`src/pkt_cnt_pkg.sv`:
```
/*
 * shared constants and carriers for the packet-end and rate-compensation counter bank.
 * assumes one core clock domain and a register read port from the management interface logic.
 */
package pkt_cnt_pkg;

	localparam int          CNT_W        = 16;
	localparam int          ADDR_W       = 16;
	localparam int          DEVAD_W      = 5;
	localparam int          LANES        = 4;
	localparam int          LANE_W       = 9;
	localparam int          COL_W        = LANES * LANE_W;
	localparam int          NUM_CNT      = 5;

	// management device holding the counters
	localparam logic [4:0]  CNT_DEVAD    = 5'h01;

	// register addresses
	localparam logic [15:0] LN2_ERR_ADDR = 16'h8012;
	localparam logic [15:0] LN3_ERR_ADDR = 16'h8013;
	localparam logic [15:0] TX_DROP_ADDR = 16'h8014;
	localparam logic [15:0] TX_INS_ADDR  = 16'h8015;
	localparam logic [15:0] RX_DROP_ADDR = 16'h8016;

	localparam logic [15:0] CNT_RESET    = 16'hFFFD;
	localparam logic [15:0] CNT_CLEARED  = 16'h0000;
	localparam logic [15:0] RD_UNMAPPED  = 16'h0000;

	// lane character: bit 8 is the control flag
	localparam int          CTL_BIT      = 8;
	localparam logic [7:0]  CHR_TERM     = 8'hFD;
	localparam logic [7:0]  CHR_IDLE     = 8'h07;
	localparam logic [7:0]  CHR_ALIGN    = 8'h9C;

	// counter indices
	localparam int          IX_LN2       = 0;
	localparam int          IX_LN3       = 1;
	localparam int          IX_TXD       = 2;
	localparam int          IX_TXI       = 3;
	localparam int          IX_RXD       = 4;

	typedef struct packed {
		logic              valid;
		logic [COL_W-1:0]  col;
	} column_t;

	typedef struct packed {
		logic              tx_drop;
		logic              tx_insert;
		logic              rx_drop;
	} rate_events_t;

	typedef struct packed {
		logic              rd;
		logic [DEVAD_W-1:0] devad;
		logic [ADDR_W-1:0] addr;
	} reg_read_t;

endpackage

```
`src/clear_read_counter.sv`:
```
/*
 * one saturating-free 16-bit event counter that clears when read.
 * assumes the caller gives a one-cycle read pulse and a one-cycle event pulse.
 */
module clear_read_counter
	import pkt_cnt_pkg::*;
#(
	parameter int              WIDTH = CNT_W,
	parameter logic [WIDTH-1:0] RST_VAL = WIDTH'(CNT_RESET)
) (
	// clock and reset
	input  wire logic             clk,
	input  wire logic             resetn,
	// control
	input  wire logic             event_in,
	input  wire logic             clear_rd,
	// value
	output logic [WIDTH-1:0]      count
);

	if (WIDTH < 1) begin : g_bad_width
		$error("counter width must be positive");
	end

	logic [WIDTH-1:0] count_r;
	logic [WIDTH-1:0] count_nxt;

	always_comb begin
		count_nxt = count_r;
		if (clear_rd) begin
			count_nxt = event_in ? WIDTH'(1) : WIDTH'(0);
		end else if (event_in) begin
			count_nxt = count_r + WIDTH'(1);
		end
	end

	always_ff @(posedge clk) begin
		if (!resetn) begin
			count_r <= RST_VAL;
		end else begin
			count_r <= count_nxt;
		end
	end

	assign count = count_r;

endmodule // clear_read_counter

```
`src/pkt_cnt_bank.sv`:
```
/*
 * packet-end error and rate-compensation statistics counters with clear-on-read access.
 * assumes received columns and rate events are synchronous to clk and reads are one-cycle pulses.
 */
module pkt_cnt_bank
	import pkt_cnt_pkg::*;
(
	// clock and reset
	input  wire logic         clk,
	input  wire logic         resetn,
	// received column stream
	input  column_t           rx_col,
	// rate compensation events
	input  rate_events_t      rate_ev,
	// register read port
	input  reg_read_t         rd_req,
	output logic              rd_valid,
	output logic [CNT_W-1:0]  rd_data
);

	logic              term_pend_r;
	logic              term_pend_nxt;
	logic              term_bad_r;
	logic              term_bad_nxt;
	logic              term_ln3_r;
	logic              term_ln3_nxt;
	logic              rd_valid_r;
	logic              rd_valid_nxt;
	logic [CNT_W-1:0]  rd_data_r;
	logic [CNT_W-1:0]  rd_data_nxt;
	logic [NUM_CNT-1:0] ev;
	logic [NUM_CNT-1:0] clr;
	logic [CNT_W-1:0]  cnt [NUM_CNT];
	logic [LANE_W-1:0] ln [LANES];
	logic              col_idle;
	logic              col_align;
	logic              t2;
	logic              t3;
	logic              follow_bad;
	logic              hit;
	int                sel;

	localparam logic [LANE_W-1:0] K_CHR = {1'b1, CHR_IDLE};
	localparam logic [LANE_W-1:0] A_CHR = {1'b1, CHR_ALIGN};
	localparam logic [LANE_W-1:0] T_CHR = {1'b1, CHR_TERM};

	// lane split and column classes
	always_comb begin
		col_idle  = 1'b1;
		col_align = 1'b1;
		for (int i = 0; i < LANES; i++) begin
			ln[i]     = rx_col.col[i*LANE_W +: LANE_W];
			col_idle  = col_idle && (ln[i] == K_CHR);
			col_align = col_align && (ln[i] == A_CHR);
		end
		t2         = rx_col.valid && (ln[2] == T_CHR);
		t3         = rx_col.valid && (ln[3] == T_CHR);
		follow_bad = rx_col.valid && !(col_idle || col_align);
	end

	// remember a terminate column until its follower arrives
	always_comb begin
		term_pend_nxt = term_pend_r;
		term_bad_nxt  = term_bad_r;
		term_ln3_nxt  = term_ln3_r;
		ev            = '0;
		if (rx_col.valid) begin
			if (term_pend_r) begin
				if (term_ln3_r) begin
					ev[IX_LN3] = follow_bad;
				end else begin
					ev[IX_LN2] = term_bad_r || follow_bad;
				end
			end
			term_pend_nxt = t2 || t3;
			term_ln3_nxt  = t3;
			term_bad_nxt  = t2 && (ln[3] != K_CHR);
		end
		ev[IX_TXD] = rate_ev.tx_drop;
		ev[IX_TXI] = rate_ev.tx_insert;
		ev[IX_RXD] = rate_ev.rx_drop;
	end

	// read decode, device 1 only
	always_comb begin
		clr          = '0;
		hit          = 1'b0;
		sel          = 0;
		rd_valid_nxt = rd_req.rd;
		rd_data_nxt  = rd_req.rd ? RD_UNMAPPED : rd_data_r;
		if (rd_req.rd && rd_req.devad == CNT_DEVAD) begin
			unique case (rd_req.addr)
				LN2_ERR_ADDR: begin hit = 1'b1; sel = IX_LN2; end
				LN3_ERR_ADDR: begin hit = 1'b1; sel = IX_LN3; end
				TX_DROP_ADDR: begin hit = 1'b1; sel = IX_TXD; end
				TX_INS_ADDR:  begin hit = 1'b1; sel = IX_TXI; end
				RX_DROP_ADDR: begin hit = 1'b1; sel = IX_RXD; end
				default:      begin hit = 1'b0; sel = 0; end
			endcase
		end
		if (hit) begin
			clr[sel]    = 1'b1;
			rd_data_nxt = cnt[sel];
		end
	end

	always_ff @(posedge clk) begin
		if (!resetn) begin
			term_pend_r <= 1'b0;
			term_bad_r  <= 1'b0;
			term_ln3_r  <= 1'b0;
			rd_valid_r  <= 1'b0;
			rd_data_r   <= CNT_CLEARED;
		end else begin
			term_pend_r <= term_pend_nxt;
			term_bad_r  <= term_bad_nxt;
			term_ln3_r  <= term_ln3_nxt;
			rd_valid_r  <= rd_valid_nxt;
			rd_data_r   <= rd_data_nxt;
		end
	end

	// one clear-on-read counter per statistic
	generate
		for (genvar g = 0; g < NUM_CNT; g++) begin : g_cnt
			clear_read_counter #(
				.WIDTH   (CNT_W),
				.RST_VAL (CNT_RESET)
			) u_cnt (
				.clk      (clk),
				.resetn   (resetn),
				.event_in (ev[g]),
				.clear_rd (clr[g]),
				.count    (cnt[g])
			);
		end
	endgenerate

	assign rd_valid = rd_valid_r;
	assign rd_data  = rd_data_r;

	// checks
	property p_ln3_err;
		@(posedge clk) disable iff (!resetn)
		(rx_col.valid && t3 && !term_pend_r) ##1 (rx_col.valid && follow_bad && !clr[IX_LN3])
			|=> cnt[IX_LN3] == $past(cnt[IX_LN3]) + CNT_W'(1);
	endproperty
	a_ln3_err: assert property (p_ln3_err) else $error("lane 3 error not counted");

	property p_ln3_clean;
		@(posedge clk) disable iff (!resetn)
		(rx_col.valid && t3 && !term_pend_r) ##1 (rx_col.valid && col_align && !clr[IX_LN3])
			|=> $stable(cnt[IX_LN3]);
	endproperty
	a_ln3_clean: assert property (p_ln3_clean) else $error("clean lane 3 end counted");

	property p_ln2_same_col;
		@(posedge clk) disable iff (!resetn)
		(t2 && ln[3] != K_CHR && !term_pend_r) ##1 (rx_col.valid && !clr[IX_LN2])
			|=> cnt[IX_LN2] == $past(cnt[IX_LN2]) + CNT_W'(1);
	endproperty
	a_ln2_same_col: assert property (p_ln2_same_col) else $error("lane 2 same-column fault missed");

	property p_ln2_next_col;
		@(posedge clk) disable iff (!resetn)
		(t2 && !term_pend_r) ##1 (rx_col.valid && follow_bad && !clr[IX_LN2])
			|=> cnt[IX_LN2] == $past(cnt[IX_LN2]) + CNT_W'(1);
	endproperty
	a_ln2_next_col: assert property (p_ln2_next_col) else $error("lane 2 next-column fault missed");

	property p_ln2_clean;
		@(posedge clk) disable iff (!resetn)
		(t2 && ln[3] == K_CHR && !term_pend_r) ##1 (rx_col.valid && col_idle && !clr[IX_LN2])
			|=> $stable(cnt[IX_LN2]);
	endproperty
	a_ln2_clean: assert property (p_ln2_clean) else $error("clean lane 2 end counted");

	property p_read_clear;
		@(posedge clk) disable iff (!resetn)
		(hit && sel == IX_TXD && !rate_ev.tx_drop) |=> (cnt[IX_TXD] == CNT_CLEARED && rd_valid);
	endproperty
	a_read_clear: assert property (p_read_clear) else $error("read did not clear counter");

	property p_read_value;
		@(posedge clk) disable iff (!resetn)
		hit |=> rd_data == $past(cnt[sel]);
	endproperty
	a_read_value: assert property (p_read_value) else $error("read returned wrong value");

	property p_tx_ins;
		@(posedge clk) disable iff (!resetn)
		(rate_ev.tx_insert && !clr[IX_TXI]) |=> cnt[IX_TXI] == $past(cnt[IX_TXI]) + CNT_W'(1);
	endproperty
	a_tx_ins: assert property (p_tx_ins) else $error("tx insert not counted");

	property p_rx_drop;
		@(posedge clk) disable iff (!resetn)
		(rate_ev.rx_drop && !clr[IX_RXD]) |=> cnt[IX_RXD] == $past(cnt[IX_RXD]) + CNT_W'(1);
	endproperty
	a_rx_drop: assert property (p_rx_drop) else $error("rx drop not counted");

	property p_rx_drop_keep;
		@(posedge clk) disable iff (!resetn)
		(rate_ev.rx_drop && clr[IX_RXD]) |=> cnt[IX_RXD] == CNT_W'(1);
	endproperty
	a_rx_drop_keep: assert property (p_rx_drop_keep) else $error("event lost during read");

	property p_tx_drop;
		@(posedge clk) disable iff (!resetn)
		(!rate_ev.tx_drop && !clr[IX_TXD]) |=> $stable(cnt[IX_TXD]);
	endproperty
	a_tx_drop: assert property (p_tx_drop) else $error("tx drop counter moved without event");

	property p_wrong_dev;
		@(posedge clk) disable iff (!resetn)
		(rd_req.rd && rd_req.devad != CNT_DEVAD) |=> (rd_valid && rd_data == RD_UNMAPPED);
	endproperty
	a_wrong_dev: assert property (p_wrong_dev) else $error("other device read not answered with zero");

endmodule // pkt_cnt_bank

```
`config.mk`:
```
export PLATFORM = sky130hd
export DESIGN_NAME = pkt_cnt_bank
export DESIGN_NICKNAME = d
export VERILOG_FILES = /design/src/pkt_cnt_pkg.sv /design/src/clear_read_counter.sv /design/src/pkt_cnt_bank.sv
export SDC_FILE = /design/constraint.sdc
export NUM_CORES = 1
export LEC_CHECK = 0
export ABC_AREA = 0
export BUFFER_PORTS_ARGS = -buffer_cell sky130_fd_sc_hd__buf_2
export CORE_MARGIN = 1.5
export CORE_UTILIZATION = 35
export CTS_BUF_LIST = sky130_fd_sc_hd__clkbuf_16
export DETAILED_ROUTE_END_ITERATION = 8
export PLACE_DENSITY = 0.58
export SYNTH_ARGS = -nofsm -noshare
export SYNTH_HDL_FRONTEND = slang
export SYNTH_SLANG_ARGS = --single-unit
export TNS_END_PERCENT = 50
```
`constraint.sdc`:
```
create_clock -name clk -period 3.55 [get_ports clk]
set_clock_uncertainty 0.05 [all_clocks]
set_input_delay 1.065 -clock clk [delete_from_list [all_inputs] [get_ports clk]]
set_output_delay 1.065 -clock clk [all_outputs]
set_load 0.005 [all_outputs]
```
* Word level (Yosys, flattened, before mapping) *
Cells that the tools add are included.

word-level totals
  output and inout port bits = 17
  logic and storage cells = 90
  input bits = 64
  register bits = 100

operators by class
  $add $sub $neg = 5
  equality and inequality tests = 17
  bitwise gates (word level) = 1
  mux-type cells = 31
  order comparisons = 3
  reductions and logical operators = 23

operators by type and width
  operator               count
  $mux 16                14
  $eq 9x9->1 const B     10
  $add 16x1->16 const B  5
  $eq 16x16->1 const B   5
  $bmux 16 s3            1
  $ge 32x1->1 const B    1
  $ge 32x4->1 const B    1
  $lt 32x5->1 const B    1
  $not 32->32            1
  $logic_and 1x1->1      12
  $pmux 3 s4             1
  $reduce_bool 2->1      6
  $mux 1                 10
  $ne 9x9->1 const B     1
  $eq 5x1->1 const B     1
  $mux 5                 1
  $reduce_or 5->1        1
  $mux 2                 2
  $demux 1 s3            1
  $logic_or 1x1->1       3
  $mux 3                 1
  $logic_not 1->1        1

* Logic depth before layout (Yosys ltp) *
  word-level depth = 13
  depth in mapped cells = 8
  depth with buffers taken out = 7

* Modules after synthesis *
Synthesis repeated with hierarchy kept, for this count alone.

unflattened totals
  cell total of the unflattened synthesis = 702
  area total of the unflattened synthesis = 5788.1 um^2

modules (own cells, without submodules)
  module              seq. area each (um^2)  instances  cells an instance  area each (um^2)
  clear_read_counter  320.3                  5          87                 793.3
  pkt_cnt_bank        400.4                  1          267                1821.7

* Least setup slack after synthesis *
Ideal clock, no wire load.

  path type = in2reg
  from = input port rx_col[10] in the netlist's numbering
  to = register g_cnt[0].u_cnt.count_r[15]
  arrival time = 2703 ps
  buffers on the path = 2
  library setup time = 151 ps
  setup slack = 647 ps
  data required time = 3349 ps
  stages = 8
  cell sequence = or4b_1 > or4_4 > o22ai_4 > buf_6 > buf_6 > a21oi_1 > xnor2_1 > o21ai_0

on the way
  word-level cells in the longest chain between the ends = 12
  elaborated cells on any way between the ends = 16
  classes of those cells = eq/ne (2); mux (3); reduce/logical (11)

ends and longest elaborated chain
  item                                                      line                                    text
  from (decl)                                               pkt_cnt_bank.sv:12                      input column_t rx_col,
  $eq 9x9->1, on equally long branches                      pkt_cnt_bank.sv:53, pkt_cnt_bank.sv:54
  $logic_and 1x1->1, on equally long branches (3 in a row)  pkt_cnt_bank.sv:53, pkt_cnt_bank.sv:54
  $logic_or 1x1->1 *                                        pkt_cnt_bank.sv:58                      follow_bad = rx_col.valid && !(col_idle || col_align);
  $logic_not 1->1 *                                         pkt_cnt_bank.sv:58
  $logic_and 1x1->1 *                                       pkt_cnt_bank.sv:58
  $logic_or 1x1->1 *                                        pkt_cnt_bank.sv:72                      ev[IX_LN2] = term_bad_r || follow_bad;
  $mux 1 *                                                  pkt_cnt_bank.sv:69                      if (term_ln3_r) begin
  $mux 2 *                                                  pkt_cnt_bank.sv:68                      if (term_pend_r) begin
  $mux 2 *                                                  pkt_cnt_bank.sv:67                      if (rx_col.valid) begin
  $reduce_bool 2->1 (no source line) *                      --
  to (signal assigned)                                      clear_read_counter.sv:41                count_r <= count_nxt;
  to (decl)                                                 clear_read_counter.sv:25                logic [WIDTH-1:0] count_r;

Every way passes the cells marked *; elsewhere a longest branch is shown, timed or not.
A chain may end at the register's enable or synchronous reset.

* Worst setup path in the final report *
  from = input port rx_col[10] in the netlist's numbering
  to = register g_cnt[1].u_cnt.count_r[15]

on the way
  word-level cells in the longest chain between the ends = 11
  elaborated cells on any way between the ends = 15
  classes of those cells = eq/ne (2); mux (3); reduce/logical (10)

ends and longest elaborated chain
  item                                                      line
  $eq 9x9->1, on equally long branches                      pkt_cnt_bank.sv:53, pkt_cnt_bank.sv:54
  $logic_and 1x1->1, on equally long branches (3 in a row)  pkt_cnt_bank.sv:53, pkt_cnt_bank.sv:54
  $logic_or 1x1->1 *                                        pkt_cnt_bank.sv:58
  $logic_not 1->1 *                                         pkt_cnt_bank.sv:58
  $logic_and 1x1->1 *                                       pkt_cnt_bank.sv:58
  $mux 1 *                                                  pkt_cnt_bank.sv:69
  $mux 2 *                                                  pkt_cnt_bank.sv:68
  $mux 2 *                                                  pkt_cnt_bank.sv:67
  $reduce_bool 2->1 (no source line) *                      --
  to (signal assigned)                                      clear_read_counter.sv:41
  to (decl)                                                 clear_read_counter.sv:25

Marks and branches as above.

==> flow_summary.json <==
{
  "gp_congestion": 0.865,
  "instances_no_fill": 928,
  "grt_pass1_wl_um": 24200,
  "worstHoldEndpoint": "rd_data[2]$_SDFFE_PN0P_",
  "critical_path.startpoint": "rx_col[10]",
  "vias": 5085,
  "dpl.cell_count": 912,
  "synthFlopType": "dfxtp_1",
  "status": "completed",
  "rows": 45,
  "hpwl_um": 11200,
  "die-width_um": 128,
  "die_h_um": 128,
  "wl_per_cell_um": 16.1,
  "antenna_left": 0,
  "drtPass1Iterations": 7,
  "final_common_cell": "dfxtp_1",
  "grt_pass1_vias": 4754,
  "area_delta_synth_final_pct": 17.3,
  "grt_max_degree": 45,
  "grt-ovfl-total": 0,
  "num_io_pins": 81,
  "final_nets": 781,
  "relSlewSlack_pct": 46.3,
  "num_antenna_cells": 0,
  "ys_seq_area_share_pct": 36.6,
  "vdd_drop_max_mv": 0.238,
  "synth_edf_count": 0,
  "clock.fmax_ghz": 0.336,
  "holdWs_ps": 398,
  "syn_nets": 711,
  "min-delay-path-class": "flop to flop",
  "postCtsSetupBuffers": 0,
  "fin_crit_sh_pct": 83.8,
  "cp-start-kind": "input pin",
  "routed_wl_um": 14900,
  "leakage_nw": 2.41,
  "clkLatencyLatePin_ps": 350,
  "crit_chain": "buf_2 > or4b_1 > or4_4 > o22ai_4 > a2111oi_0 > xnor2_1 > o21ai_0",
  "dieArea_mm2": 0.0164,
  "cp-end-kind": "flop",
  "cts_resized": 0,
  "r2r_cells": 6,
  "worst-path-buf-inv": 1,
  "syn_area_mm2": 0.00547,
  "yosysWarnings": 0,
  "cts_tree": "built",
  "slowest_delay_ps": 510,
  "crit_required_ps": 3710,
  "worstReg2RegEnd": "g_cnt[1].u_cnt.count[15]$_SDFFE_PN1P_",
  "setup_tns_ps": 0,
  "drive_gt1_share_pct": 18.5,
  "tightest_slew_ps": 786,
  "min_from": "rd_data[2]$_SDFFE_PN0P_",
  "yosysUniqueCellTypes": 66,
  "postCtsHoldBufs": 0,
  "crit_path_top_delay_cell": "or4b_1",
  "syn_inst": 642,
  "start_util_pct": 35.9,
  "slew_violations": 0,
  "critPathKind": "input pin to flop",
  "root_buffer": "clkbuf_16",
  "min_period_ps": 2970,
  "clockBufferDepth": 2,
  "core_area_mm2": 0.0153,
  "crit_path_max_fanout": 18,
  "synthArstFlopShare_pct": 0,
  "cts.clk_slew.worst_paths_ps": 70,
  "final-setup-viol-count": 0,
  "placement.io_buffers": 80,
  "final_util_pct": 42.1,
  "reg2reg_setup_slack_ps": 1160,
  "grtUsageTotal_pct": 18.4,
  "viasPerCell": 5.48,
  "cap_viol_max_count": 0,
  "cts_num_sinks": 100,
  "final_cell_mix": "100 x dfxtp_1, 80 x buf_2, 67 x o21ai_0",
  "hold_depth": 2,
  "rsz0062_at_grt": "no",
  "hold_viol": 0,
  "drc": 0,
  "crit_family": "simple AND/OR/NAND/NOR gates",
  "r2r-start": "g_cnt[1].u_cnt.count[3]$_SDFFE_PN1P_",
  "avgSynthCellArea_um2": 8.52,
  "antenna_found_initial": 0,
  "cp.arrival_ps": 3130,
  "drtIter0Drc": 370,
  "htree_levels": 3,
  "numCtsBuffers": 9,
  "synth_seq_cells": 100,
  "p_per_area_mw_per_mm2": 408
}
[logic make-up after synthesis]
kind of cell | share of synthesized area [%]
adder cells (fa/ha/maj) | 1.14
multiplexers | 3.68
XOR/XNOR | 10.4
flip-flops | 36.6
buffers and inverters | 3.22
AO/OA/AOI/OAI | 17.7
AND/OR/NAND/NOR | 27.2
[layout make-up]
cell class / count / area [um^2]
Fill cell: 1541 / 8840
Multi-Input combinational cell: 503 / 3290
Sequential cell: 100 / 2000
Timing Repair Buffer: 94 / 505
Tap cell: 211 / 264
Clock buffer: 9 / 225
Clock inverter: 7 / 115
Inverter: 4 / 15.0
[worst max-delay path by stage]
stage,end,slack (ps),cells past startpoint
6_report,g_cnt[1].u_cnt.count[15]$_SDFFE_PN1P_,580,7
5_1_grt,rd_data[14]$_SDFFE_PN0P_,430,7
4_1_cts,g_cnt[0].u_cnt.count[14]$_SDFFE_PN1P_,580,7
3_5_place_dp,g_cnt[1].u_cnt.count[15]$_SDFFE_PN1P_,210,7
3_3_place_gp,g_cnt[1].u_cnt.count[15]$_SDFFE_PN1P_,270,7
2_1_floorplan,g_cnt[0].u_cnt.count[15]$_SDFFE_PN1P_,650,8
[layer usage]
metal  GRT usage [%]  vias to the layer above  share of wire [%]
met5               0                        -                  0
met4            3.57                        0                1.0
met3            3.71                       15                5.4
met2            30.2                      156                 46
met1            25.3                     2410                 48
li1                -                     2504                  -
[registers in the layout (all words and copies together), names as in the netlist]
name	cells
term_ln3_r	1
rd_valid	1
rd_data	16
term_bad_r	1
g_cnt.u_cnt.count	80
term_pend_r	1
[worst min-delay path, delay by kind of cell, from the launching register on]
family             cells  cell delay (ps)
AOI/OAI and AO/OA      1               50
DFF                    1              310
and+or+nand+nor        1               50
[power breakdown]
group | internal, mW | total, mW | switching, mW | leakage, nW
clock | 0.688 | 1.13 | 0.440 | 0.167
combinational | 0.128 | 0.269 | 0.141 | 1.43
sequential | 1.17 | 1.23 | 0.0566 | 0.813
[synthesized netlist by cell type (all sizes together) (5+ instances only)]
| cell | n | area (um^2) |
|---|---|---|
| nand2 | 63 | 239 |
| ha | 5 | 62.6 |
| xnor2 | 31 | 272 |
| nand3 | 35 | 180 |
| nor4 | 8 | 71.3 |
| buf | 11 | 71.3 |
| dfxtp | 100 | 2000 |
| nor4b | 7 | 76.3 |
| nor2b | 8 | 50.1 |
| or4 | 9 | 76.3 |
| xor2 | 34 | 298 |
| nand4 | 25 | 156 |
| o211ai | 6 | 45.0 |
| o21ai | 80 | 404 |
| mux2i | 19 | 190 |
| and3 | 13 | 81.3 |
| a2111oi | 6 | 52.6 |
| clkbuf | 24 | 90.1 |
| a2111o | 16 | 180 |
| and2 | 5 | 35.0 |
| nor2 | 44 | 168 |
| and4 | 14 | 123 |
| a21oi | 31 | 159 |
| nor3 | 7 | 35.0 |
[stage by stage]
stage	instance area [um^2]	worst slack, ps	total power [mW]
floorplan	5470	647	1.42
global placement	6080	270	1.51
detailed placement	6080	212	1.52
CTS	6420	581	2.64
global route	6420	429	2.73
finish	6420	575	2.62
Power figures use the tool's default switching activity.
